File: config.mk
export PLATFORM = sky130hd
export DESIGN_NAME = abu_core
export DESIGN_NICKNAME = d
export VERILOG_FILES = /design/src/core/abu_pkg.sv /design/src/core/abu_core.sv
export SDC_FILE = /design/constraint.sdc
export NUM_CORES = 1
export LEC_CHECK = 0
export BUFFER_PORTS_ARGS = -buffer_cell sky130_fd_sc_hd__clkbuf_2
export CAP_MARGIN = 20
export CORE_MARGIN = 1.5
export CORE_UTILIZATION = 49
export DETAILED_ROUTE_END_ITERATION = 16
export PLACE_DENSITY_LB_ADDON = 0.08
export SLEW_MARGIN = 15
export SYNTH_ARGS = -nofsm -noshare
export SYNTH_HDL_FRONTEND = slang
export SYNTH_SLANG_ARGS = --single-unit
File: constraint.sdc
create_clock -name clk_in -period 2.13 [get_ports clk_in]
set_clock_uncertainty 0.1 [all_clocks]
set_input_delay 0.213 -clock clk_in [delete_from_list [all_inputs] [get_ports clk_in]]
set_output_delay 0.213 -clock clk_in [all_outputs]
set_load 0.05 [all_outputs]
File: src/core/abu_pkg.sv
/*
 * Constants of the address breakpoint unit: register offsets, field positions,
 * values after reset, break vectors and pin filter length.
 * Assumes a 16-bit register address space shared with the rest of the chip.
 */
package abu_pkg;

    // Register offsets
    localparam logic [15:0] ABU_OFF_WAIT_EXIT_STATUS = 16'hFE00;
    localparam logic [15:0] ABU_OFF_RESERVED_SLOT = 16'hFE02;
    localparam logic [15:0] ABU_OFF_FLAG_CLEAR_CTRL = 16'hFE03;
    localparam logic [15:0] ABU_OFF_ADDR_HIGH = 16'hFE09;
    localparam logic [15:0] ABU_OFF_ADDR_LOW = 16'hFE0A;
    localparam logic [15:0] ABU_OFF_CONTROL_STATUS = 16'hFE0B;
    localparam logic [15:0] ABU_OFF_IRQ_STATUS = 16'hFE10;
    localparam logic [15:0] ABU_OFF_IRQ_MASK = 16'hFE11;

    // Field positions
    localparam int ABU_BIT_BREAK_ENABLE = 7;
    localparam int ABU_BIT_BREAK_ACTIVE = 6;
    localparam int ABU_BIT_FLAG_CLEAR_EN = 7;
    localparam int ABU_BIT_WAIT_EXIT = 1;
    localparam int ABU_IRQ_MATCH = 0;
    localparam int ABU_IRQ_SOFT = 1;
    localparam int ABU_IRQ_WAIT_EXIT = 2;
    localparam int ABU_IRQ_W = 3;

    // Values after reset
    localparam logic [7:0] ABU_RST_ADDR_BYTE = 8'h00;
    localparam logic [ABU_IRQ_W-1:0] ABU_RST_IRQ = 3'h0;
    localparam logic [7:0] ABU_RST_RDATA = 8'h00;

    // Break vectors
    localparam logic [15:0] ABU_VECTOR_NORMAL = 16'hFFFC;
    localparam logic [15:0] ABU_VECTOR_MONITOR = 16'hFEFC;

    // Synchroniser length for the test-voltage pin
    localparam int ABU_SYNC_LEN = 3;

    typedef enum logic [2:0] {
        ABU_ST_IDLE = 3'b001,
        ABU_ST_PEND = 3'b010,
        ABU_ST_BREAK = 3'b100
    } abu_state_type;

endpackage

File: src/core/abu_core.sv
/*
 * Address breakpoint unit: compare of the program address against a
 * software-written break address, software break, break state tracking,
 * timer freeze, watchdog disable, flag-clear permission, wait-exit flag and
 * a maskable interrupt output.
 * Assumes the CPU marks opcode fetches, instruction boundaries and the
 * return-from-interrupt, and that the register port master never waits.
 */
`timescale 1ns/1ps

// How it works
// - Address equal to break address raises the breakpoint request.
// - A break forces the software interrupt opcode into the instruction register.
// - A break vectors to FFFC, or FEFC in monitor mode.
// - Writing one to break-active breaks just before the next instruction.
// - Match on an opcode address stops that instruction before it runs.
// - Match on an operand address lets the instruction finish first.
// - Return-from-interrupt inside the break handler ends the break state.
// - Break enable at bit 7, read/write, gates full 16-bit matches; reset clears.
// - Match sets break-active; reset clears; software clears it by writing zero.
// - Same address gives no new break until the address is rewritten.
// - Address high and low bytes are read/write and reset to zero.
// - In break, status clears are allowed only with the flag-clear enable.
// - The timer counter stops for the whole break state.
// - Watchdog disabled in break while the test voltage is present.
// - Wait-exit flag reads one after a break left wait; write zero clears.
// - No address-match break in wait or stop modes.
module abu_core
    import abu_pkg::*;
#(
    parameter logic [7:0] SWI_OPCODE = 8'h00
)
(
    input wire logic clk_in,
    input wire logic rst_in,
    input wire logic [15:0] reg_addr_in,
    input wire logic [7:0] reg_wdata_in,
    input wire logic reg_wr_in,
    input wire logic reg_rd_in,
    output logic [7:0] reg_rdata_out,
    input wire logic [15:0] cpu_addr_in,
    input wire logic cpu_addr_valid_in,
    input wire logic cpu_opcode_fetch_in,
    input wire logic cpu_instr_boundary_in,
    input wire logic cpu_return_from_interrupt_in,
    input wire logic monitor_mode_in,
    input wire logic wait_mode_in,
    input wire logic stop_mode_in,
    input wire logic test_high_voltage_in,
    output logic breakpoint_request_out,
    output logic force_swi_out,
    output logic [7:0] software_interrupt_opcode_out,
    output logic [15:0] break_vector_out,
    output logic break_state_out,
    output logic timer_freeze_out,
    output logic watchdog_disable_out,
    output logic flag_clear_allow_out,
    output logic irq_out
);

    ////////////////////////////////////////////////////////////////////////////
    // State

    // Limitation: a match while a break is pending or active only sets
    // status; it never queues a second break behind the first.
    typedef struct packed {
        // Break sequencing
        abu_state_type state;

        // Software-visible registers
        logic [7:0] addr_high;
        logic [7:0] addr_low;
        logic break_enable;
        logic break_active;
        logic flag_clear_en;
        logic wait_exit;

        // Comparator fires once per written address
        logic spent;

        // Test-voltage pin filter
        logic [ABU_SYNC_LEN-1:0] tst_sync;
        logic tst_level;

        // Interrupt status and mask
        logic [ABU_IRQ_W-1:0] irq_status;
        logic [ABU_IRQ_W-1:0] irq_mask;
        logic irq;

        // Registered outputs
        logic breakpoint_request;
        logic force_swi;
        logic [7:0] opcode;
        logic [15:0] vector;
        logic timer_freeze;
        logic wd_disable;
        logic clear_allow;
        logic [7:0] rdata;
    } abu_regs_type;

    abu_regs_type s_reg;
    abu_regs_type s_next;

    function automatic logic sel(input logic [15:0] addr, input logic [15:0] off);
        sel = (addr == off);
    endfunction

    ////////////////////////////////////////////////////////////////////////////
    // Next state

    // Decoded strobes and events of the current cycle
    logic addr_match;
    logic take_now;
    logic wr_ctrl;
    logic wr_high;
    logic wr_low;
    logic soft_req;
    logic [ABU_IRQ_W-1:0] irq_events;

    always_comb
    begin
        s_next = s_reg;

        // Write decode
        wr_ctrl = reg_wr_in && sel(reg_addr_in, ABU_OFF_CONTROL_STATUS);
        wr_high = reg_wr_in && sel(reg_addr_in, ABU_OFF_ADDR_HIGH);
        wr_low = reg_wr_in && sel(reg_addr_in, ABU_OFF_ADDR_LOW);
        soft_req = wr_ctrl && reg_wdata_in[ABU_BIT_BREAK_ACTIVE];

        // Address bus is frozen in low-power modes, so never compare there
        addr_match = cpu_addr_valid_in && s_reg.break_enable && !s_reg.spent
            && !wait_mode_in && !stop_mode_in
            && (cpu_addr_in == {s_reg.addr_high, s_reg.addr_low});
        take_now = 1'b0;
        irq_events = ABU_RST_IRQ;
        s_next.breakpoint_request = addr_match;
        s_next.force_swi = 1'b0;
        s_next.opcode = SWI_OPCODE;

        // Register writes
        if (wr_high)
        begin
            s_next.addr_high = reg_wdata_in;
        end

        if (wr_low)
        begin
            s_next.addr_low = reg_wdata_in;
        end

        // A new address re-arms the comparator
        if (wr_high || wr_low)
        begin
            s_next.spent = 1'b0;
        end

        if (wr_ctrl)
        begin
            s_next.break_enable = reg_wdata_in[ABU_BIT_BREAK_ENABLE];
            s_next.break_active = reg_wdata_in[ABU_BIT_BREAK_ACTIVE];
        end

        // Enable only gates clears of other blocks' flags
        if (reg_wr_in && sel(reg_addr_in, ABU_OFF_FLAG_CLEAR_CTRL))
        begin
            s_next.flag_clear_en = reg_wdata_in[ABU_BIT_FLAG_CLEAR_EN];
        end

        // Zero clears the wait-exit flag, a one is ignored
        if (reg_wr_in && sel(reg_addr_in, ABU_OFF_WAIT_EXIT_STATUS) && !reg_wdata_in[ABU_BIT_WAIT_EXIT])
        begin
            s_next.wait_exit = 1'b0;
        end

        // Status bits clear on a written one
        if (reg_wr_in && sel(reg_addr_in, ABU_OFF_IRQ_STATUS))
        begin
            s_next.irq_status = s_reg.irq_status & ~reg_wdata_in[ABU_IRQ_W-1:0];
        end

        if (reg_wr_in && sel(reg_addr_in, ABU_OFF_IRQ_MASK))
        begin
            s_next.irq_mask = reg_wdata_in[ABU_IRQ_W-1:0];
        end

        // Hardware set wins over a software clear in the same cycle
        if (addr_match)
        begin
            s_next.break_active = 1'b1;
            s_next.spent = 1'b1;
            irq_events[ABU_IRQ_MATCH] = 1'b1;
        end

        if (soft_req)
        begin
            irq_events[ABU_IRQ_SOFT] = 1'b1;
        end

        unique case (s_reg.state)
            ABU_ST_IDLE:
            begin
                // Opcode match: break before this instruction runs
                if (addr_match && cpu_opcode_fetch_in)
                begin
                    take_now = 1'b1;
                end
                // Operand match or software request waits for a boundary
                else if (addr_match || soft_req)
                begin
                    s_next.state = ABU_ST_PEND;
                end
            end

            ABU_ST_PEND:
            begin
                // Current instruction completes, break lands at its end
                if (cpu_instr_boundary_in)
                begin
                    take_now = 1'b1;
                end
            end

            ABU_ST_BREAK:
            begin
                // Held until the handler returns
                if (cpu_return_from_interrupt_in)
                begin
                    s_next.state = ABU_ST_IDLE;
                end
            end

            // Illegal code recovers to idle
            default:
            begin
                s_next.state = ABU_ST_IDLE;
            end
        endcase

        if (take_now)
        begin
            s_next.state = ABU_ST_BREAK;
            s_next.force_swi = 1'b1;
            s_next.vector = monitor_mode_in ? ABU_VECTOR_MONITOR : ABU_VECTOR_NORMAL;

            // Only a break that wakes the core from wait is noted
            if (wait_mode_in)
            begin
                s_next.wait_exit = 1'b1;
                irq_events[ABU_IRQ_WAIT_EXIT] = 1'b1;
            end
        end

        // Pin filter: only the second and third stages are compared
        s_next.tst_sync = {s_reg.tst_sync[ABU_SYNC_LEN-2:0], test_high_voltage_in};

        // Level changes only when two settled stages agree
        if (s_reg.tst_sync[1] == s_reg.tst_sync[2])
        begin
            s_next.tst_level = s_reg.tst_sync[2];
        end

        // Side effects follow the next state, so they rise with the force pulse
        s_next.timer_freeze = (s_next.state == ABU_ST_BREAK);

        // Watchdog stays alive unless the filtered test voltage is present
        s_next.wd_disable = (s_next.state == ABU_ST_BREAK) && s_next.tst_level;

        // Flag clears elsewhere are suppressed in break without the enable
        s_next.clear_allow = (s_next.state != ABU_ST_BREAK) || s_next.flag_clear_en;

        // Events are ORed in last so a set beats a clear
        s_next.irq_status = s_next.irq_status | irq_events;
        s_next.irq = |(s_next.irq_status & s_next.irq_mask);

        // Read data stands in the cycle after the strobe only
        s_next.rdata = ABU_RST_RDATA;
        if (reg_rd_in)
        begin
            if (sel(reg_addr_in, ABU_OFF_CONTROL_STATUS))
            begin
                s_next.rdata[ABU_BIT_BREAK_ENABLE] = s_reg.break_enable;
                s_next.rdata[ABU_BIT_BREAK_ACTIVE] = s_reg.break_active;
            end

            else if (sel(reg_addr_in, ABU_OFF_ADDR_HIGH))
            begin
                s_next.rdata = s_reg.addr_high;
            end

            else if (sel(reg_addr_in, ABU_OFF_ADDR_LOW))
            begin
                s_next.rdata = s_reg.addr_low;
            end

            else if (sel(reg_addr_in, ABU_OFF_FLAG_CLEAR_CTRL))
            begin
                s_next.rdata[ABU_BIT_FLAG_CLEAR_EN] = s_reg.flag_clear_en;
            end

            else if (sel(reg_addr_in, ABU_OFF_WAIT_EXIT_STATUS))
            begin
                s_next.rdata[ABU_BIT_WAIT_EXIT] = s_reg.wait_exit;
            end

            else if (sel(reg_addr_in, ABU_OFF_IRQ_STATUS))
            begin
                s_next.rdata[ABU_IRQ_W-1:0] = s_reg.irq_status;
            end

            else if (sel(reg_addr_in, ABU_OFF_IRQ_MASK))
            begin
                s_next.rdata[ABU_IRQ_W-1:0] = s_reg.irq_mask;
            end

            // Reserved and unmapped offsets read zero
        end
    end

    ////////////////////////////////////////////////////////////////////////////
    // Registers

    always_ff @(posedge clk_in)
    begin
        if (rst_in)
        begin
            // Sequencing and software-visible registers
            s_reg.state <= ABU_ST_IDLE;
            s_reg.addr_high <= ABU_RST_ADDR_BYTE;
            s_reg.addr_low <= ABU_RST_ADDR_BYTE;
            s_reg.break_enable <= 1'b0;
            s_reg.break_active <= 1'b0;
            s_reg.flag_clear_en <= 1'b0;
            s_reg.wait_exit <= 1'b0;
            s_reg.spent <= 1'b0;

            // Filter starts at the idle pin level, so no false edge follows
            s_reg.tst_sync <= '0;
            s_reg.tst_level <= 1'b0;

            // Interrupts
            s_reg.irq_status <= ABU_RST_IRQ;
            s_reg.irq_mask <= ABU_RST_IRQ;
            s_reg.irq <= 1'b0;

            // Outputs
            s_reg.breakpoint_request <= 1'b0;
            s_reg.force_swi <= 1'b0;
            s_reg.opcode <= SWI_OPCODE;
            s_reg.vector <= ABU_VECTOR_NORMAL;
            s_reg.timer_freeze <= 1'b0;
            s_reg.wd_disable <= 1'b0;
            s_reg.clear_allow <= 1'b1;
            s_reg.rdata <= ABU_RST_RDATA;
        end
        else
        begin
            s_reg <= s_next;
        end
    end

    ////////////////////////////////////////////////////////////////////////////
    // Outputs, each straight from a flip-flop

    assign reg_rdata_out = s_reg.rdata;
    assign breakpoint_request_out = s_reg.breakpoint_request;
    assign force_swi_out = s_reg.force_swi;
    assign software_interrupt_opcode_out = s_reg.opcode;
    assign break_vector_out = s_reg.vector;
    assign break_state_out = s_reg.state[2];
    assign timer_freeze_out = s_reg.timer_freeze;
    assign watchdog_disable_out = s_reg.wd_disable;
    assign flag_clear_allow_out = s_reg.clear_allow;
    assign irq_out = s_reg.irq;

endmodule // abu_core

# Word-level counts from Yosys, hierarchy flattened
# Index checks and enable logic that the tools add are counted.
[totals] output_inout_bits=39 regBits=72
[classes] n_reduce_logical=28 n_bitwise=5 eq_ne=14 n_mux=37
[ops] op="$eq A16 B16 Y1 const B" count=7
[ops] op="$mux W3" count=10
[ops] op="$mux W1" count=21
[ops] op="$eq A16 B16 Y1" count=1
[ops] op="$logic_and A1 B1 Y1" count=16
[ops] op="$mux W9" count=1
[ops] op="$pmux W3 S3" count=1
[ops] op="$mux W8" count=1
[ops] op="$and A3 B3 Y3" count=2
[ops] op="$eq A3 B3 Y1 const B" count=2
[ops] op="$reduce_or A3 Y1" count=2
[ops] op="$logic_not A1 Y1" count=4
[ops] op="$mux W4" count=1
[ops] op="$reduce_bool A2 Y1" count=2
[ops] op="$eq A3 B1 Y1 const B" count=1
[ops] op="$eq A3 B2 Y1 const B" count=1
[ops] op="$logic_or A1 B1 Y1" count=3
[ops] op="$ne A3 B3 Y1 const B" count=1
[ops] op="$not A3 Y3" count=1
[ops] op="$or A3 B3 Y3" count=1
[ops] op="$mux W2" count=1
[ops] op="$pmux W1 S2" count=1
[ops] op="$reduce_or A2 Y1" count=1
[ops] op="$eq A1 B1 Y1" count=1
[ops] op="$not A1 Y1" count=1

# Depth between registers and ports, before layout
# Gate-level depths: netlist of run 1.
[depth] word_depth=12 mapped_depth=7 ltp_nobuf=6

# Least setup slack after synthesis of run 1
# No wires, ideal clock.
[synth_timing] kind="register -> register" from="register s_reg[67] (netlist bit)" to="register s_reg[69] (netlist bit)" path_slack_ns=0.235 period_less_slack_ns=1.895 n_path_buf=1 arrival_ns=1.715 required_ns=1.950 setup_ns=0.080 stages_incl_launch_ff=8 cell_sequence="dfxtp_1 xor2_1 nor4_1 nand3_1 or2_1 buf_6 or3_4 a32oi_2"
[synth_via] elab_chain_cells=7 word_cells_on_any_way=10 cone_classes="1 x eq/ne; 6 x mux; 3 x reduce/logical"
[synth_lines] item="start, declared" line_no="abu_core.sv:101" source="abu_regs_type s_reg;"
[synth_lines] item="start signal, assigned" line_no="abu_core.sv:357" source="s_reg <= s_next;"
[synth_lines] item="$eq A16 B16 Y1 *" line_no="abu_core.sv:133" source="&& (cpu_addr_in == {s_reg.addr_high, s_reg.addr_low});"
[synth_lines] item="$logic_and A1 B1 Y1 *" line_no="abu_core.sv:133"
[synth_lines] item="$logic_or A1 B1 Y1" line_no="abu_core.sv:208" source="else if (addr_match || soft_req)"
[synth_lines] item="$mux W3" line_no="abu_core.sv:208"
[synth_lines] item="$mux W3" line_no="abu_core.sv:203" source="if (addr_match && cpu_opcode_fetch_in)"
[synth_lines] item="$pmux W3 S3" line_no="abu_core.sv:199" source="unique case (s_reg.state)"
[synth_lines] item="$mux W3 *" line_no="abu_core.sv:239" source="if (take_now)"
# Every way passes the cells marked *; elsewhere a longest branch is shown, timed or not.
# A chain may end at the register's enable or synchronous reset.

# Worst setup path in the final report of run 1
[layout_timing] from="register s_reg[57] (netlist bit)" to="register s_reg[69] (netlist bit)"
# Same word-level chain as after synthesis.

==> results of run 1 <==
==> stage by stage <==
stage               setup WS, ns  cell area (µm²)  cells
floorplan                  0.235             2570    318
global placement           0.119             2790    422
detailed placement        0.0827             2790    422
CTS                       0.0354             2900    430
global route              0.0158             2920    430
finish                    0.0856             2920    430
==> routing by layer <==
metal | share of wire, % | GRT usage (%) | vias to the layer above
li1 | - | - | 1118
met1 | 44 | 28.4 | 1026
met2 | 48 | 37.1 | 81
met3 | 6.9 | 5.42 | 7
met4 | 1.4 | 7.68 | 0
met5 | 0 | 0 | -
==> how the worst max path moves through the flow <==
stage	slack (ns)	startpoint	end
3_5_place_dp	0.08	s_reg[57]	s_reg[69]
3_3_place_gp	0.12	s_reg[57]	s_reg[69]
6_report	0.09	s_reg[57]	s_reg[69]
2_1_floorplan	0.24	s_reg[67]	s_reg[69]
4_1_cts	0.04	s_reg[57]	s_reg[69]
5_1_grt	0.02	s_reg[57]	s_reg[69]
==> cells by family after synthesis <==
group / count (synthesis)
compound gates: 53
xor+xnor: 16
buf+inv: 46
flops: 49
mux: 9
other cells: 2
simple gates: 122
==> worst max-delay path: stages, from the launching register on <==
cell     delay (ns)
dfxtp_1        0.34
xor2_1         0.17
nor4_2         0.31
nand3_1        0.17
or2_1          0.30
or3_4          0.40
a32oi_2        0.17
==> cells in the mapped netlist, types with 2 or more instances <==
master | instances | share of area (%)
or2_2 | 3 | 0.75
clkbuf_1 | 8 | 1.2
o21ai_0 | 5 | 1.0
inv_1 | 2 | 0.30
nor4_1 | 7 | 1.8
buf_2 | 2 | 0.40
o211ai_1 | 4 | 1.2
a21oi_1 | 26 | 5.2
a31oi_1 | 2 | 0.50
nor3b_1 | 3 | 0.90
nor2b_1 | 5 | 1.3
xor2_1 | 16 | 5.6
nor3_1 | 4 | 0.80
nor2_1 | 25 | 3.8
mux2_2 | 4 | 1.8
nand2_1 | 34 | 5.1
nand3_1 | 22 | 4.4
nand4_1 | 4 | 1.0
buf_4 | 32 | 9.7
conb_1 | 2 | 0.30
a222oi_1 | 3 | 1.2
mux2i_1 | 5 | 2.0
and2_1 | 2 | 0.50
nand2b_1 | 4 | 1.0
nor4b_1 | 2 | 0.70
a22oi_1 | 4 | 1.2
dfxtp_1 | 49 | 39
==> timing repair <==
item                                    4_1_cts  5_1_grt
endpoints found under the setup margin        0        4
hold endpoints to repair                      0        0
gates resized for setup                       0        2
==> final cells by class <==
type / count / area, µm²
timing repair buffer: 80 / 433
clock buffer: 6 / 72.6
tap: 67 / 83.8
fill: 473 / 1900
multi-input combinational: 223 / 1300
sequential: 49 / 981
clock inverter: 2 / 38.8
inverter: 3 / 11.3
==> where the power goes <==
part           total (mW)  switching [mW]  internal [mW]
sequential          0.918        0.000854          0.917
combinational       0.221           0.162         0.0595
clock               0.670           0.317          0.353
==> impl_metrics.env, run 1 <==
export IMPL_criticalPathCategory="reg2reg"
export IMPL_peakVddDrop_mv=0.483
export IMPL_synth_xor_area_share_pct=5.63
export IMPL_synth_top_family_by_area="simple AND/OR/NAND/NOR gates"
export IMPL_vias_per_cell=5.19
export IMPL_synthCells=297
export IMPL_maxCapViolCount=0
export IMPL_final_core_util_pct=60.5
export IMPL_die_width_um=74.3
export IMPL_first_iter_violations=186
export IMPL_wirelength_um=5880
export IMPL_leakage_nw=1.26
export IMPL_ys_seq_area_share_pct=39.4
export IMPL_synth_enable_flop_cells=0
export IMPL_setup_viol=0
export IMPL_holdPathEnd="s_next[46]"
export IMPL_yosys_warnings=0
export IMPL_place_detailed_hpwl_um=4450
export IMPL_rrSetupSlack_ns=0.09
export IMPL_htree_levels=2
export IMPL_hold_viol=0
export IMPL_critPathLaunchType="flop"
export IMPL_die_h_um=74.3
export IMPL_r2r_end="s_reg[69]"
export IMPL_synthMuxAreaShare_pct=3.82
export IMPL_drtPass1Iterations=5
export IMPL_synth_simple_area_share_pct=24.6
export IMPL_worst_ep_required_time_ns=2.26
export IMPL_num_io_pins=91
export IMPL_r2r_cells=6
export IMPL_hold_start="test_high_voltage_in"
export IMPL_place_congestion=0.857
export IMPL_final_cell_mix="67 x clkbuf_2, 49 x dfxtp_1, 34 x nand2_1, 26 x a21oi_1, 25 x nor2_1"
export IMPL_status="finished, final reports clean"
export IMPL_area_growth_pct=17.2
export IMPL_post_route_period_util_pct=96.0
export IMPL_synth_flop_cell="dfxtp_1"
export IMPL_worstMarginPinSlew_ns=0.621
export IMPL_nNetsFinal=414
export IMPL_clk_pin_slew_ns=0.09
export IMPL_ant_nets=0
export IMPL_cts_root_buf="clkbuf_8"
export IMPL_rsz0062_at_grt="no"
export IMPL_ys_async_sr_fraction_pct=0
export IMPL_clock_latency_ns=0.31
export IMPL_grt_first_pass_wirelength_um=9290
export IMPL_cts_sinks=49
export IMPL_yosysUniqueCellTypes=45
export IMPL_drive_gt1_share_pct=28.4
export IMPL_synth_adder_area_share_pct=0
export IMPL_port_buffers=67
export IMPL_diodes=0
export IMPL_die_area_um2=5520
export IMPL_vias=2232
export IMPL_largest_reg_flops=31
export IMPL_endpoint_kind="flop"
export IMPL_coreArea_um2=4820
export IMPL_hold_ws_ns=0.0113
export IMPL_synth_seq_cells=49
export IMPL_synth_avg_cell_area_um2=8.38
export IMPL_ctsHoldBuffers=0
export IMPL_slew_headroom_pct=58.5
export IMPL_r2r_start="s_reg[57]"
export IMPL_antenna_found_initial=0
export IMPL_initial_core_util_pct=51.7
export IMPL_max_freq_ghz=0.489
export IMPL_track_usage_pct=22.3
export IMPL_critPathMaxFanout=3
export IMPL_post_route_min_period_ns=2.04
export IMPL_p_per_area_nw_per_um2=620
export IMPL_drc_errors=0
export IMPL_grt_max_degree=36
export IMPL_cts_buffer_depth=2
export IMPL_p_total_mw=1.81
export IMPL_grt_overflow=0
export IMPL_cts_made_buffers=5
export IMPL_syn_area_um2=2490
export IMPL_crit_arrival_ns=2.18
export IMPL_drv_slew=0
export IMPL_min_path_type="in2reg"
export IMPL_setup_tns_ns=0
export IMPL_rows=25
export IMPL_mostFrequentLayoutCell="clkbuf_2"
export IMPL_grt_pass1_vias=2020
export IMPL_synth_compound_area_share_pct=14.0
export IMPL_hold_path_depth=2
export IMPL_cts_setup_buffers=0
export IMPL_cts_tree="yes"
export IMPL_post_drt_wl_per_cell_um=13.7
Note: power is estimated with default switching activity, not from simulation.
==> run 2: changes to the inputs <==
--- a/config.mk
+++ b/config.mk
@@ -11,6 +11,7 @@
 export CORE_UTILIZATION = 49
 export DETAILED_ROUTE_END_ITERATION = 16
 export PLACE_DENSITY_LB_ADDON = 0.08
+export SETUP_SLACK_MARGIN = 0.15
 export SLEW_MARGIN = 15
 export SYNTH_ARGS = -nofsm -noshare
 export SYNTH_HDL_FRONTEND = slang
==> run 2 against run 1 <==
  * Clock power barely moved
  * Register-to-register slack improved by 0.08 ns
  * Routed wire length increased by 2.0%
  * First-iteration DRC count fell by 24%
  * Combinational power about the same
  * Critical path depth unchanged
  * Via count rose by 0.54%
  * Largest cell class unchanged
  * Largest power group unchanged
  * Highest routed layer unchanged
==> impl_metrics.env, run 2 (synthesized netlist as in run 1, its figures left out) <==
export IMPL_status="finished, final reports clean"
export IMPL_crit_arrival_ns=2.09
export IMPL_mostFrequentLayoutCell="clkbuf_2"
export IMPL_vias=2244
export IMPL_rsz0062_at_grt="yes"
export IMPL_first_iter_violations=142
export IMPL_num_io_pins=91
export IMPL_critPathLaunchType="flop"
export IMPL_drc_errors=0
export IMPL_place_area_um2=2790
export IMPL_antenna_found_initial=0
export IMPL_port_buffers=67
export IMPL_drv_slew=0
export IMPL_cts_made_buffers=5
export IMPL_maxCapViolCount=0
export IMPL_min_path_type="in2reg"
export IMPL_cts_buffer_depth=2
export IMPL_post_route_min_period_ns=1.97
export IMPL_setup_viol=0
export IMPL_fin_area_um2=2970
export IMPL_nNetsFinal=418
export IMPL_vias_per_cell=5.17
export IMPL_hold_ws_ns=0.0123
export IMPL_critPathMaxFanout=3
export IMPL_initial_core_util_pct=51.7
export IMPL_final_cell_mix="67 x clkbuf_2, 46 x dfxtp_1, 34 x nand2_1, 26 x a21oi_1, 25 x nor2_1"
export IMPL_clock_latency_ns=0.31
export IMPL_criticalPathCategory="reg2reg"
export IMPL_htree_levels=2
export IMPL_setup_tns_ns=0
export IMPL_place_detailed_hpwl_um=4450
export IMPL_post_route_period_util_pct=92.3
export IMPL_grt_first_pass_wirelength_um=9290
export IMPL_coreArea_um2=4820
export IMPL_hold_viol=0
export IMPL_rows=25
export IMPL_ant_nets=0
export IMPL_die_area_um2=5520
export IMPL_cts_sinks=49
export IMPL_grt_overflow=0
export IMPL_max_freq_ghz=0.509
export IMPL_place_congestion=0.857
export IMPL_peakVddDrop_mv=0.483
export IMPL_track_usage_pct=22.3
export IMPL_grt_max_degree=36
export IMPL_worstMarginPinSlew_ns=0.613
export IMPL_leakage_nw=1.28
export IMPL_diodes=0
export IMPL_worst_ep_required_time_ns=2.26
export IMPL_slew_headroom_pct=59.1
export IMPL_wirelength_um=6000
export IMPL_area_growth_pct=19.3
export IMPL_cts_tree="yes"
export IMPL_cts_root_buf="clkbuf_8"
export IMPL_grt_pass1_vias=2021
export IMPL_clk_pin_slew_ns=0.09
export IMPL_p_per_area_nw_per_um2=609
export IMPL_drtPass1Iterations=7
export IMPL_post_drt_wl_per_cell_um=13.8
export IMPL_die_h_um=74.3
export IMPL_endpoint_kind="flop"
export IMPL_largest_reg_flops=31
export IMPL_die_width_um=74.3
export IMPL_drive_gt1_share_pct=30.8
export IMPL_final_core_util_pct=61.6
## run 2: cell count changes in the layout (fill, tap and decap cells not counted), sizes merged
cell | previous run | this run
buf | 13 | 17
## run 2: final timing paths
check	start	endpoint	slack [ns]	cells past startpoint
worst max-delay path	s_reg[57]	s_reg[69]	0.16	6
worst min-delay path	test_high_voltage_in	s_next[46]	0.01	2
worst min register to register	s_next[46]	s_next[47]	0.36	1
worst max register to register	s_reg[57]	s_reg[69]	0.16	6
## run 2: stage by stage
| stage | instances | total power [mW] | setup slack [ns] |
|---|---|---|---|
| final | 434 | 1.81 | 0.164 |
| after CTS | 431 | 1.82 | 0.131 |
| after global routing | 434 | 1.87 | 0.0930 |
| after global placement | 422 | 1.16 | 0.119 |
| after floorplan | 318 | 1.11 | 0.235 |
| after detailed placement | 422 | 1.16 | 0.0827 |
## run 2: metal layers
layer	track usage (%)	vias to the layer above	routed length (µm)
met2	37.1	89	2870
li1	-	1122	-
met4	7.68	0	80
met3	5.42	7	399
met1	28.4	1026	2640
met5	0	-	0
## run 2: layout make-up
class	instances	area, µm²
fillers	472	1850
inverters	3	11.3
multi-input cells	223	1310
well taps	67	83.8
clock buffers	6	72.6
repair buffers	84	467
flip-flops and latches	49	985
clock inverters	2	38.8
## run 2: what timing repair did
action                     in CTS  in global routing
gates resized for setup         2                  7
cloned                          0                  0
setup buffers                   1                  3
hold buffers                    0                  0
pin swaps                       6                  7
setup endpoints to repair       3                 10
## run 2: power breakdown
part           internal [mW]  switching [mW]  total [mW]
combinational         0.0600           0.163       0.223
sequential             0.917        0.000854       0.918
clock                  0.353           0.316       0.668
## run 2: critical path: stages (launching register included)
cell,delay [ns]
dfxtp_2,0.33
xor2_1,0.14
nor4_2,0.30
nand3_1,0.19
or2_4,0.31
or3_4,0.33
a32oi_2,0.17
